===== config.mk =====
export PLATFORM = sky130hd
export DESIGN_NAME = dpc_pin_ctrl
export DESIGN_NICKNAME = d
export VERILOG_FILES = /design/src/dpc_pkg.sv /design/src/dpc_pin_ctrl.sv
export SDC_FILE = /design/constraint.sdc
export NUM_CORES = 1
export LEC_CHECK = 0
export BUFFER_PORTS_ARGS = -buffer_cell sky130_fd_sc_hd__buf_2
export CORE_MARGIN = 2
export CORE_UTILIZATION = 40
export DETAILED_ROUTE_END_ITERATION = 10
export PLACE_DENSITY = 0.62
export SYNTH_ARGS = -nofsm -noshare
export SYNTH_HDL_FRONTEND = slang
export SYNTH_SLANG_ARGS = --single-unit

===== constraint.sdc =====
create_clock -name core_clk_i -period 4.8 [get_ports core_clk_i]
set_input_delay 0.48 -clock core_clk_i [delete_from_list [all_inputs] [get_ports core_clk_i]]
set_output_delay 0.48 -clock core_clk_i [all_outputs]
set_load 0.01 [all_outputs]

===== src/dpc_pkg.sv =====
// package: constants and carriers for deflection mode pin control
package dpc_pkg;
    // timing: core clock period and line-rate thresholds (periods in ns)
    localparam int unsigned CLK_NS        = 10;
    localparam int unsigned HPER_35K_NS   = 28571;   // 35 kHz line period
    localparam int unsigned HPER_38K_NS   = 26316;   // 38 kHz line period
    localparam int unsigned HPER_31K_NS   = 32000;   // 31.25 kHz line period
    localparam int unsigned HPER_19K_NS   = 52632;   // 19 kHz line period
    // longest period still counted as the range: round down
    localparam logic [15:0] CYC_35K = 16'(HPER_35K_NS / CLK_NS);
    localparam logic [15:0] CYC_38K = 16'(HPER_38K_NS / CLK_NS);
    localparam logic [15:0] CYC_31K = 16'(HPER_31K_NS / CLK_NS);
    localparam logic [15:0] CYC_MAX = 16'hFFFF;
    localparam logic [15:0] CYC_ZERO = 16'h0000;
    // lines per field accepted
    localparam logic [9:0]  LINES_MIN = 10'd192;
    localparam logic [9:0]  LINES_MAX = 10'd680;
    localparam logic [9:0]  LINES_ZERO = 10'h000;
    // pwm line phase counter
    localparam logic [7:0]  PWM_ZERO = 8'h00;
    localparam logic [7:0]  BYTE_ZERO = 8'h00;

    typedef enum logic [1:0] {
        DPC_RANGE_31K,
        DPC_RANGE_35K,
        DPC_RANGE_38K
    } dpc_range_e;

    // host settings written over the serial control bus
    typedef struct packed {
        logic       switch_ctrl_bit;
        logic [7:0] dac_level;
        logic       pwm_parabola;
        logic [7:0] pwm_width;
        logic       softstart_en;
    } dpc_cfg_s;

    // detected frequency flags
    typedef struct packed {
        logic freq_flag_mid;
        logic freq_flag_high;
    } dpc_flags_s;
endpackage


===== src/dpc_pin_ctrl.sv =====
// module: pin-level mode, frequency flag, protection and switch control
module dpc_pin_ctrl (
    // clock and reset
    input  wire logic              core_clk_i,
    input  wire logic              rst_n_i,
    // mode pins
    input  wire logic              clock_source_select_i,
    input  wire logic              test_select_i,
    input  wire logic              line_rate_select_i,
    input  wire logic              monitor_mode_i,
    // sync and watch inputs
    input  wire logic              hsync_i,
    input  wire logic              vsync_i,
    input  wire logic              supply_watch_in_i,
    input  wire logic              hprot_trip_i,
    input  wire logic              vprot_trip_i,
    input  wire logic              softstart_disable_in_i,
    // host settings
    input  wire logic              cfg_we_i,
    input  wire dpc_pkg::dpc_cfg_s cfg_i,
    // outputs
    output logic                   ext_clock_sel_o,
    output logic                   test_mode_o,
    output logic                   double_rate_o,
    output dpc_pkg::dpc_flags_s    flags_o,
    output dpc_pkg::dpc_range_e    pll_range_o,
    output logic                   protection_active_out_o,
    output logic                   softstart_active_o,
    output logic                   switch_out_o,
    output logic [7:0]             dac_level_o,
    output logic                   pwm_o,
    output logic                   field_ok_o
);
    // ----------------------------------------------------------------
    // input synchronisers: every pin passes two flops
    // ----------------------------------------------------------------
    localparam int NPIN = 10;
    logic [NPIN-1:0] pin_raw, s1_reg, s2_reg, s1_next, s2_next;
    assign pin_raw = {clock_source_select_i, test_select_i, line_rate_select_i,
                      monitor_mode_i, hsync_i, vsync_i, supply_watch_in_i,
                      hprot_trip_i, vprot_trip_i, softstart_disable_in_i};
    always_comb begin
        s1_next = pin_raw;
        s2_next = s1_reg;
    end
    always_ff @(posedge core_clk_i) begin
        s1_reg <= s1_next;
        s2_reg <= s2_next;
    end
    logic clk_sel, tst, rate, mon, hs, vs, sup, hp, vp, ss_dis;
    assign {clk_sel, tst, rate, mon, hs, vs, sup, hp, vp, ss_dis} = s2_reg;

    // ----------------------------------------------------------------
    // state
    // ----------------------------------------------------------------
    logic                hs_d_reg, hs_d_next, vs_d_reg, vs_d_next;
    logic [15:0]         per_reg, per_next, cnt_reg, cnt_next;
    dpc_pkg::dpc_flags_s flg_reg, flg_next;
    dpc_pkg::dpc_range_e rng_reg, rng_next;
    logic                prot_reg, prot_next;
    dpc_pkg::dpc_cfg_s   cfg_reg, cfg_next;
    logic [9:0]          lines_reg, lines_next;
    logic                fok_reg, fok_next;
    logic [7:0]          ph_reg, ph_next, par_reg, par_next;
    logic                pwm_reg, pwm_next, ss_reg, ss_next;
    logic                hs_rise, vs_rise;

    assign hs_rise = hs & ~hs_d_reg;   // line sync is the timing reference
    assign vs_rise = vs & ~vs_d_reg;

    // classify a measured line period into a range
    function automatic dpc_pkg::dpc_range_e classify(input logic [15:0] per);
        if (per <= dpc_pkg::CYC_38K)
            classify = dpc_pkg::DPC_RANGE_38K;
        else if (per <= dpc_pkg::CYC_35K)
            classify = dpc_pkg::DPC_RANGE_35K;
        else
            classify = dpc_pkg::DPC_RANGE_31K;
    endfunction

    // ----------------------------------------------------------------
    // next-state logic
    // ----------------------------------------------------------------
    always_comb begin
        dpc_pkg::dpc_range_e det;
        det        = classify(per_reg);
        hs_d_next  = hs;
        vs_d_next  = vs;
        cnt_next   = cnt_reg;
        per_next   = per_reg;
        flg_next   = flg_reg;
        rng_next   = rng_reg;
        prot_next  = prot_reg;
        cfg_next   = cfg_reg;
        lines_next = lines_reg;
        fok_next   = fok_reg;
        ph_next    = ph_reg;
        par_next   = par_reg;
        pwm_next   = pwm_reg;
        ss_next    = ss_reg;
        // line period measurement, saturating so a lost sync reads slow
        if (hs_rise) begin
            per_next = cnt_reg;
            cnt_next = dpc_pkg::CYC_ZERO;
        end else if (cnt_reg != dpc_pkg::CYC_MAX) begin
            cnt_next = cnt_reg + 16'h0001;
        end
        // flags only mean something in the double line-rate range
        if (rate) begin
            flg_next.freq_flag_mid  = (det != dpc_pkg::DPC_RANGE_31K);
            flg_next.freq_flag_high = (det == dpc_pkg::DPC_RANGE_38K);
        end else begin
            flg_next = '0;
        end
        // automatic range: rise at once, fall only once supply watch drops
        if (mon && rate) begin
            if (det > rng_reg)
                rng_next = det;
            else if (det < rng_reg && !sup)
                rng_next = det;
        end else begin
            rng_next = dpc_pkg::DPC_RANGE_31K;
        end
        // protection is sticky until reset
        if (hp || vp)
            prot_next = 1'b1;
        if (cfg_we_i)
            cfg_next = cfg_i;
        // lines per field check
        if (vs_rise) begin
            fok_next   = (lines_reg >= dpc_pkg::LINES_MIN) &&
                         (lines_reg <= dpc_pkg::LINES_MAX);
            // a line sync that lands with the field sync opens the new field,
            // otherwise every field would read one line short
            lines_next = hs_rise ? dpc_pkg::LINES_ZERO + 10'h001 : dpc_pkg::LINES_ZERO;
            par_next   = dpc_pkg::BYTE_ZERO;
        end else if (hs_rise && lines_reg != 10'h3FF) begin
            lines_next = lines_reg + 10'h001;
            par_next   = lines_reg[9:2];   // coarse vertical ramp for parabola
        end
        // line-rate pwm: constant width or parabola-shaped width
        if (hs_rise)
            ph_next = dpc_pkg::PWM_ZERO;
        else
            ph_next = ph_reg + 8'h01;
        if (cfg_reg.pwm_parabola)
            pwm_next = ph_reg < 8'(({8'h00, par_reg} * {8'h00, ~par_reg}) >> 6);
        else
            pwm_next = ph_reg < cfg_reg.pwm_width;
        // softstart runs until first valid line period or disabled
        if (ss_dis || !cfg_reg.softstart_en)
            ss_next = 1'b0;
        else if (hs_rise && per_reg != dpc_pkg::CYC_ZERO)
            ss_next = 1'b0;
    end

    // ----------------------------------------------------------------
    // registers, synchronous active-low reset
    // ----------------------------------------------------------------
    always_ff @(posedge core_clk_i) begin
        if (!rst_n_i) begin
            hs_d_reg  <= 1'b0;
            vs_d_reg  <= 1'b0;
            cnt_reg   <= dpc_pkg::CYC_ZERO;
            per_reg   <= dpc_pkg::CYC_ZERO;
            flg_reg   <= '0;
            rng_reg   <= dpc_pkg::DPC_RANGE_31K;
            prot_reg  <= 1'b0;
            cfg_reg   <= '0;
            lines_reg <= dpc_pkg::LINES_ZERO;
            fok_reg   <= 1'b0;
            ph_reg    <= dpc_pkg::PWM_ZERO;
            par_reg   <= dpc_pkg::BYTE_ZERO;
            pwm_reg   <= 1'b0;
            ss_reg    <= 1'b1;
        end else begin
            hs_d_reg  <= hs_d_next;
            vs_d_reg  <= vs_d_next;
            cnt_reg   <= cnt_next;
            per_reg   <= per_next;
            flg_reg   <= flg_next;
            rng_reg   <= rng_next;
            prot_reg  <= prot_next;
            cfg_reg   <= cfg_next;
            lines_reg <= lines_next;
            fok_reg   <= fok_next;
            ph_reg    <= ph_next;
            par_reg   <= par_next;
            pwm_reg   <= pwm_next;
            ss_reg    <= ss_next;
        end
    end

    // ----------------------------------------------------------------
    // outputs; mode pins pass through their synchronisers
    // ----------------------------------------------------------------
    assign ext_clock_sel_o         = clk_sel;
    assign test_mode_o             = tst;
    assign double_rate_o           = rate;
    assign flags_o                 = flg_reg;
    assign pll_range_o             = rng_reg;
    assign protection_active_out_o = prot_reg;
    assign softstart_active_o      = ss_reg & ~ss_dis;
    assign switch_out_o            = cfg_reg.switch_ctrl_bit;
    assign dac_level_o             = cfg_reg.dac_level;
    assign pwm_o                   = pwm_reg;
    assign field_ok_o              = fok_reg;

    // ----------------------------------------------------------------
    // checks
    // ----------------------------------------------------------------
    AST_PROT_STICKY: assert property (@(posedge core_clk_i) disable iff (!rst_n_i)
        (hp || vp) |=> protection_active_out_o)
        else $error("protection output did not follow a trip");
    AST_PROT_HOLD: assert property (@(posedge core_clk_i) disable iff (!rst_n_i)
        protection_active_out_o |=> protection_active_out_o)
        else $error("protection output dropped without reset");
    AST_HIGH_IMPLIES_MID: assert property (@(posedge core_clk_i) disable iff (!rst_n_i)
        flags_o.freq_flag_high |-> flags_o.freq_flag_mid)
        else $error("high flag without mid flag");
    AST_FLAG_MID: assert property (@(posedge core_clk_i) disable iff (!rst_n_i)
        (rate && per_reg <= dpc_pkg::CYC_35K) |=> flags_o.freq_flag_mid)
        else $error("mid flag missing at fast line rate");
    AST_SINGLE_RATE: assert property (@(posedge core_clk_i) disable iff (!rst_n_i)
        !rate |=> (flags_o == '0))
        else $error("flags set in single line-rate range");
    AST_PLL_HOLD: assert property (@(posedge core_clk_i) disable iff (!rst_n_i)
        (sup && mon && rate) |=> !(pll_range_o < $past(pll_range_o)))
        else $error("pll range lowered while supply still high");
    AST_SWITCH: assert property (@(posedge core_clk_i) disable iff (!rst_n_i)
        cfg_we_i |=> (switch_out_o == $past(cfg_i.switch_ctrl_bit)))
        else $error("switch output did not take written bit");
    AST_RESET: assert property (@(posedge core_clk_i)
        !rst_n_i |=> (!switch_out_o && !protection_active_out_o && flags_o == '0))
        else $error("outputs not cleared by reset");
    AST_SOFTSTART: assert property (@(posedge core_clk_i) disable iff (!rst_n_i)
        (ss_dis || !cfg_reg.softstart_en) |=> !ss_reg)
        else $error("softstart active while disabled");
endmodule


==> results of run 1 <==
[what timing repair did]
item,CTS,global route
setup buffers,0,10
resized for setup,7,30
hold buffers,0,0
pin swaps,0,10
endpoints found under the setup margin,1,1
[synth_stat cells, drive strengths merged, types with 20 or more instances]
library cell  instances
dfxtp               107
fa                   27
inv                  58
mux2i                20
nor2b                41
nand3                20
xor2                 24
nand2                69
a21oi                22
nor2                 53
ha                   55
[through the flow]
step | setup TNS (ns) | cell area [sq um]
finish | 0 | 7120
global placement | 0 | 6610
floorplan | 0 | 6160
CTS | 0 | 6920
detailed placement | -0.0648 | 6610
global route | -0.0347 | 7120
[logic make-up after synthesis]
family | Yosys count | synth area share, %
AO/OA/AOI/OAI | 83 | 10.1
XOR/XNOR | 36 | 5.12
adder cells (fa/ha/maj) | 82 | 19.9
buffers and inverters | 89 | 6.15
flip-flops | 107 | 34.8
multiplexers | 20 | 3.25
AND/OR/NAND/NOR | 246 | 20.7
[worst max path at each step]
stage,startpoint,endpoint,slack (ns),cells after the start
after global placement,par_reg[5],pwm_o,0.14,19
after floorplan,par_reg[1],pwm_o,0.1,19
after CTS,par_reg[1],pwm_o,0.003,18
after global routing,par_reg[5],pwm_o,-0.03,19
after detailed placement,par_reg[1],pwm_o,-0.06,18
final,par_reg[5],pwm_o,0.20,19
[worst reg2reg max path, stage by stage (launching register included)]
cell      delay, ns
dfxtp_2        0.37
nand2b_1       0.18
fa_1           0.50
fa_1           0.55
inv_1          0.05
fa_1           0.52
inv_1          0.05
fa_1           0.53
inv_1          0.07
ha_4           0.27
nand2_1        0.07
o21ai_4        0.20
a311oi_2       0.13
xor2_1         0.16
ha_1           0.31
a21oi_1        0.13
nor2b_1        0.06
o21ai_1        0.12
nand4b_1       0.12
o22ai_2        0.14
[metal layers]
layer  share of wire [%]  track usage (%)  vias up
li1                    -                -     2309
met4                0.99             4.14        0
met2                  50             25.1       39
met1                  47             18.2     2171
met5                   0                0        -
met3                 2.8             3.67        6
[power groups by stage]
stage / clock network, mW / logic [mW] / registers [mW]
2_1_floorplan: 0 / 0.113 / 0.950
3_3_place_gp: 0 / 0.148 / 0.950
3_5_place_dp: 0 / 0.154 / 0.951
4_1_cts: 0.733 / 0.155 / 0.931
5_1_grt: 0.768 / 0.185 / 0.933
6_report: 0.707 / 0.164 / 0.930
[layout make-up]
cell class,instances,area [sq um]
timing repair buffer,77,462
multi-input combinational,467,3760
sequential,107,2160
fill,1421,8030
inverter,58,218
tap,188,235
clock inverter,4,33.8
clock buffer,12,256
==> flow_summary.toml, run 1 <==
[run_status]
outcome = "finished clean"

[synth]
synth_top_cell_area_share_pct = 34.8
yosysWarnings = 0
synth_cell_types = 61
syn_inst = 663
syn_nets = 777
ys_ff_latch = 107
synth_edf_count = 0
synth-main-ff-cell = "dfxtp_1"
synth.largest_area_cell = "dfxtp_1"
synth_area_leaders = "dfxtp_1 35%, ha_1 11%, fa_1 8.8%"
async_reset_ff_share_pct = 0
avgSynthCellArea_sq_um = 9.29
yosysSeqAreaShare_pct = 34.8
synthesis.area_sq_um = 6160

[critical_path]
critPathMostFrequentCell = "fa_1"
cp_top_family = "adder cells"
path_buf_inv = 3
cp.required_ns = 5.08
crit_slowest_cell = "fa_1"
cp_slowest_stage_delay_ns = 0.55
reg2reg_slack_ns = 0.20
cp-end-kind = "register"
setup.worst_path.class = "register to register"
r2r_start = "par_reg[5]"
crit_arrival_ns = 4.88
r2r_end = "pwm_o"
crit_path_cell_trace = "nand2b_1 -> fa_1 -> fa_1 -> inv_1 -> fa_1 -> inv_1 -> fa_1 -> inv_1 -> ha_4 -> nand2_1 -> o21ai_4 -> a311oi_2 -> xor2_1 -> ha_1 -> a21oi_1 -> nor2b_1 -> o21ai_1 -> nand4b_1 -> o22ai_2"
startpoint_type = "register"
reg2reg_depth = 19
worst-path-max-fanout = 10

[drt]
first_pass_iters = 4
wl_mm = 11.5
wire_per_inst_microns = 12.6
vias = 4525
via_per_inst = 4.96
drtIter0Drc = 188
ant_nets = 0
drc = 0

[placement]
portBuffers = 51
globalplace.congestion = 0.844
placed_cells = 887
preCtsSetupSlack_ns = -0.0648
dp.final_hpwl_mm = 8.65

[pwr]
cellPowerDensity_nw_per_um2 = 253
irDropWorstVdd_mv = 0.181
power_switching_uw = 426
seqPwrFrac_pct = 51.7
p_leak_nw = 3.17
p_int_mw = 1.37
clock_power_share_pct = 39.2
pwr-share-comb_pct = 9.1
finalPower_mw = 1.80
p_sw_share_pct = 23.6

[floorplanning]
dieArea_sq_um = 16400
core-area_sq_um = 15100
initial_utilization_pct = 40.7
ios = 52
die_w_microns = 128
rows = 45
chipHeight_microns = 128

[sta]
slew_violations = 0
slew_headroom_pct = 51.8
worst_slack_ns = 0.200
skew_ns = 0.00950
fmax_mhz = 217
holdWs_ns = 0.227
fin_crit_ns = 4.60
min_period_over_period_pct = 95.8
tightest_slew_ns = 0.721
finalSetupViolations = 0
hold_viol = 0

[clock_network]
clkTransAtPathRegs_ns = 0.07
cts_tree = "built"
clock-sinks = 107
clock_path_buffers = 2
clock_latency_ns = 0.35
root_buffer = "clkbuf_16"
cts_buffers = 9
cts_max_level = 3

[cells_and_area]
n_antenna_cell = 0
fin_cells = 913
final_cell_mix = "100 x dfxtp_1, 68 x nand2_1, 57 x inv_1"
fin_nets = 834
syn_to_final_growth_pct = 15.5
mostFrequentLayoutCell = "dfxtp_1"
final_core_util_pct = 47.0
layout-drive-gt1-share_pct = 19.0

[worst_hold_path]
hold_end = "s1_reg[8]"
worstHoldStart = "test_select_i"
hp-class = "input port to register"
min_path_cells = 1

[grt]
antenna_found_initial = 0
grt_pass1_vias = 4414
grt.overflow.total = 0
grt_usage_pct = 14.6
grt_max_degree = 54
grt_pass1_wl_mm = 19.6

[run]
cap_violations = 0
No activity file was read; power rests on OpenSTA's default activity.
==> run 2, diff against run 1 <==
--- a/config.mk
+++ b/config.mk
@@ -6,10 +6,12 @@
 export NUM_CORES = 1
 export LEC_CHECK = 0
 export BUFFER_PORTS_ARGS = -buffer_cell sky130_fd_sc_hd__buf_2
+export CELL_PAD_IN_SITES_DETAIL_PLACEMENT = 0
+export CELL_PAD_IN_SITES_GLOBAL_PLACEMENT = 1
 export CORE_MARGIN = 2
 export CORE_UTILIZATION = 40
 export DETAILED_ROUTE_END_ITERATION = 10
-export PLACE_DENSITY = 0.62
+export PLACE_DENSITY = 0.76
 export SYNTH_ARGS = -nofsm -noshare
 export SYNTH_HDL_FRONTEND = slang
 export SYNTH_SLANG_ARGS = --single-unit
==> flow_summary.toml, run 2 (same netlist as run 1, synthesis figures left out) <==
[clock_network]
cts_tree = "built"
cts_max_level = 3
clock_path_buffers = 2
clock-sinks = 107
clock_latency_ns = 0.34
cts_buffers = 9
clkTransAtPathRegs_ns = 0.07
root_buffer = "clkbuf_16"

[critical_path]
cp-end-kind = "register"
crit_arrival_ns = 4.90
crit_path_cell_trace = "buf_6 -> nand2b_4 -> fa_1 -> fa_1 -> inv_1 -> fa_1 -> inv_1 -> fa_1 -> inv_2 -> ha_4 -> nand2_2 -> o21ai_4 -> buf_4 -> a41oi_2 -> xor2_1 -> ha_1 -> nor2b_1 -> o21ai_1 -> nand4b_1 -> o22ai_1"
cp.required_ns = 5.07
crit_slowest_cell = "fa_1"
worst-path-max-fanout = 4
cp_slowest_stage_delay_ns = 0.54
path_buf_inv = 5
r2r_end = "pwm_o"
setup.worst_path.class = "register to register"
reg2reg_depth = 20
cp.depth = 20
cp_top_family = "adder cells"
r2r_start = "par_reg[2]"
reg2reg_slack_ns = 0.17
critPathMostFrequentCell = "fa_1"
crit_start = "par_reg[2]"
crit_path_end = "pwm_o"
startpoint_type = "register"

[floorplanning]
core-area_sq_um = 15100
ios = 52
dieArea_sq_um = 16400
chipHeight_microns = 128
initial_utilization_pct = 40.7
rows = 45
die_w_microns = 128

[drt]
drc = 0
wl_mm = 11.8
first_pass_iters = 5
vias = 4478
drtIter0Drc = 288
via_per_inst = 4.90
wire_per_inst_microns = 12.9
ant_nets = 0

[grt]
grtUsageMet2_pct = 25.0
grt_pass1_wl_mm = 20.1
grt.overflow.total = 0
grt_usage_pct = 15.0
gr-max-usage-layer = "met2"
met1_usage_pct = 19.4
antenna_found_initial = 0
grt_max_degree = 54
use_met3_pct = 3.21
grt_pass1_vias = 4457

[cells_and_area]
syn_to_final_growth_pct = 16.3
final_cell_mix = "99 x dfxtp_1, 67 x nand2_1, 55 x inv_1"
fin_nets = 835
mostFrequentLayoutCell = "dfxtp_1"
fin_cells = 913
layout-drive-gt1-share_pct = 19.9
n_antenna_cell = 0

[placement]
preCtsSetupSlack_ns = -0.0835
dp.final_hpwl_mm = 8.76
portBuffers = 51
globalplace.congestion = 0.906
placed_cells = 889

[sta]
tightest_slew_ns = 0.690
fin_crit_ns = 4.63
fmax_mhz = 216
hold_viol = 0
finalSetupViolations = 0
slew_violations = 0
min_period_over_period_pct = 96.5
holdWs_ns = 0.235
skew_ns = 0.00465
slew_headroom_pct = 53.9
worst_slack_ns = 0.170

[worst_hold_path]
hp-class = "input port to register"
worstHoldStart = "monitor_mode_i"

[pwr]
irDropWorstVdd_mv = 0.219
finalPower_mw = 1.82
cellPowerDensity_nw_per_um2 = 253
p_leak_nw = 3.17

[run_status]
outcome = "finished clean"

[run]
cap_violations = 0
==> run 2: cell count changes in the layout (fill, tap and decap cells not counted), moves of 2 or more <==
cell,before,now
nand2b_4,0,2
clkinv_4,2,0
nor2_1,49,47
inv_1,57,55
nand2b_1,16,14
==> run 2: what timing repair did <==
action | 4_1_cts | 5_1_grt
resized for setup | 10 | 39
pin swaps | 5 | 25
hold buffers | 0 | 0
setup endpoints to repair | 1 | 1
setup buffers | 0 | 9
==> run 2: report_power, final <==
part | switching [mW] | internal (mW) | total [mW]
sequential | 0.0159 | 0.914 | 0.930
combinational | 0.0870 | 0.0746 | 0.162
clock | 0.308 | 0.418 | 0.726
==> run 2: worst min path at each step <==
stage,slack [ns],cells past startpoint,to
after floorplan,0.31,0,s2_reg[0]
after global placement,0.31,0,s2_reg[3]
after detailed placement,0.31,0,s2_reg[0]
after CTS,0.22,1,s1_reg[6]
after global routing,0.21,1,s1_reg[6]
final,0.24,1,s1_reg[6]
==> run 2: layer usage <==
layer	vias to the layer above	share of wire [%]
li1	2310	-
met1	2120	48
met2	43	48
met3	5	2.4
met4	0	0.81
met5	-	0
==> run 2: worst reg2reg max path, delay by kind of cell (launching register included) <==
kind,cells,cell delay [ns]
AO/OA/AOI/OAI,4,0.57
adder cells (fa/ha/maj),6,2.67
XOR/XNOR,1,0.18
flip-flops,1,0.35
buffers and inverters,5,0.42
AND/OR/NAND/NOR,4,0.36
==> run 2: cell type report <==
type / count / area (sq um)
fillers: 1415 / 7980
multi-input cells: 467 / 3790
flip-flops and latches: 107 / 2160
repair buffers: 78 / 473
clock buffers: 12 / 246
well taps: 188 / 235
inverters: 58 / 220
clock inverters: 3 / 46.3
==> run 2: stage by stage <==
| stage | util [%] | area [sq um] | TNS, ns |
|---|---|---|---|
| after global placement | 43.8 | 6630 | 0 |
| after CTS | 45.9 | 6950 | 0 |
| after detailed placement | 43.8 | 6630 | -0.0835 |
| after floorplan | - | 6160 | 0 |
| final | 47.3 | 7170 | 0 |
| after global routing | 47.3 | 7170 | -0.0356 |
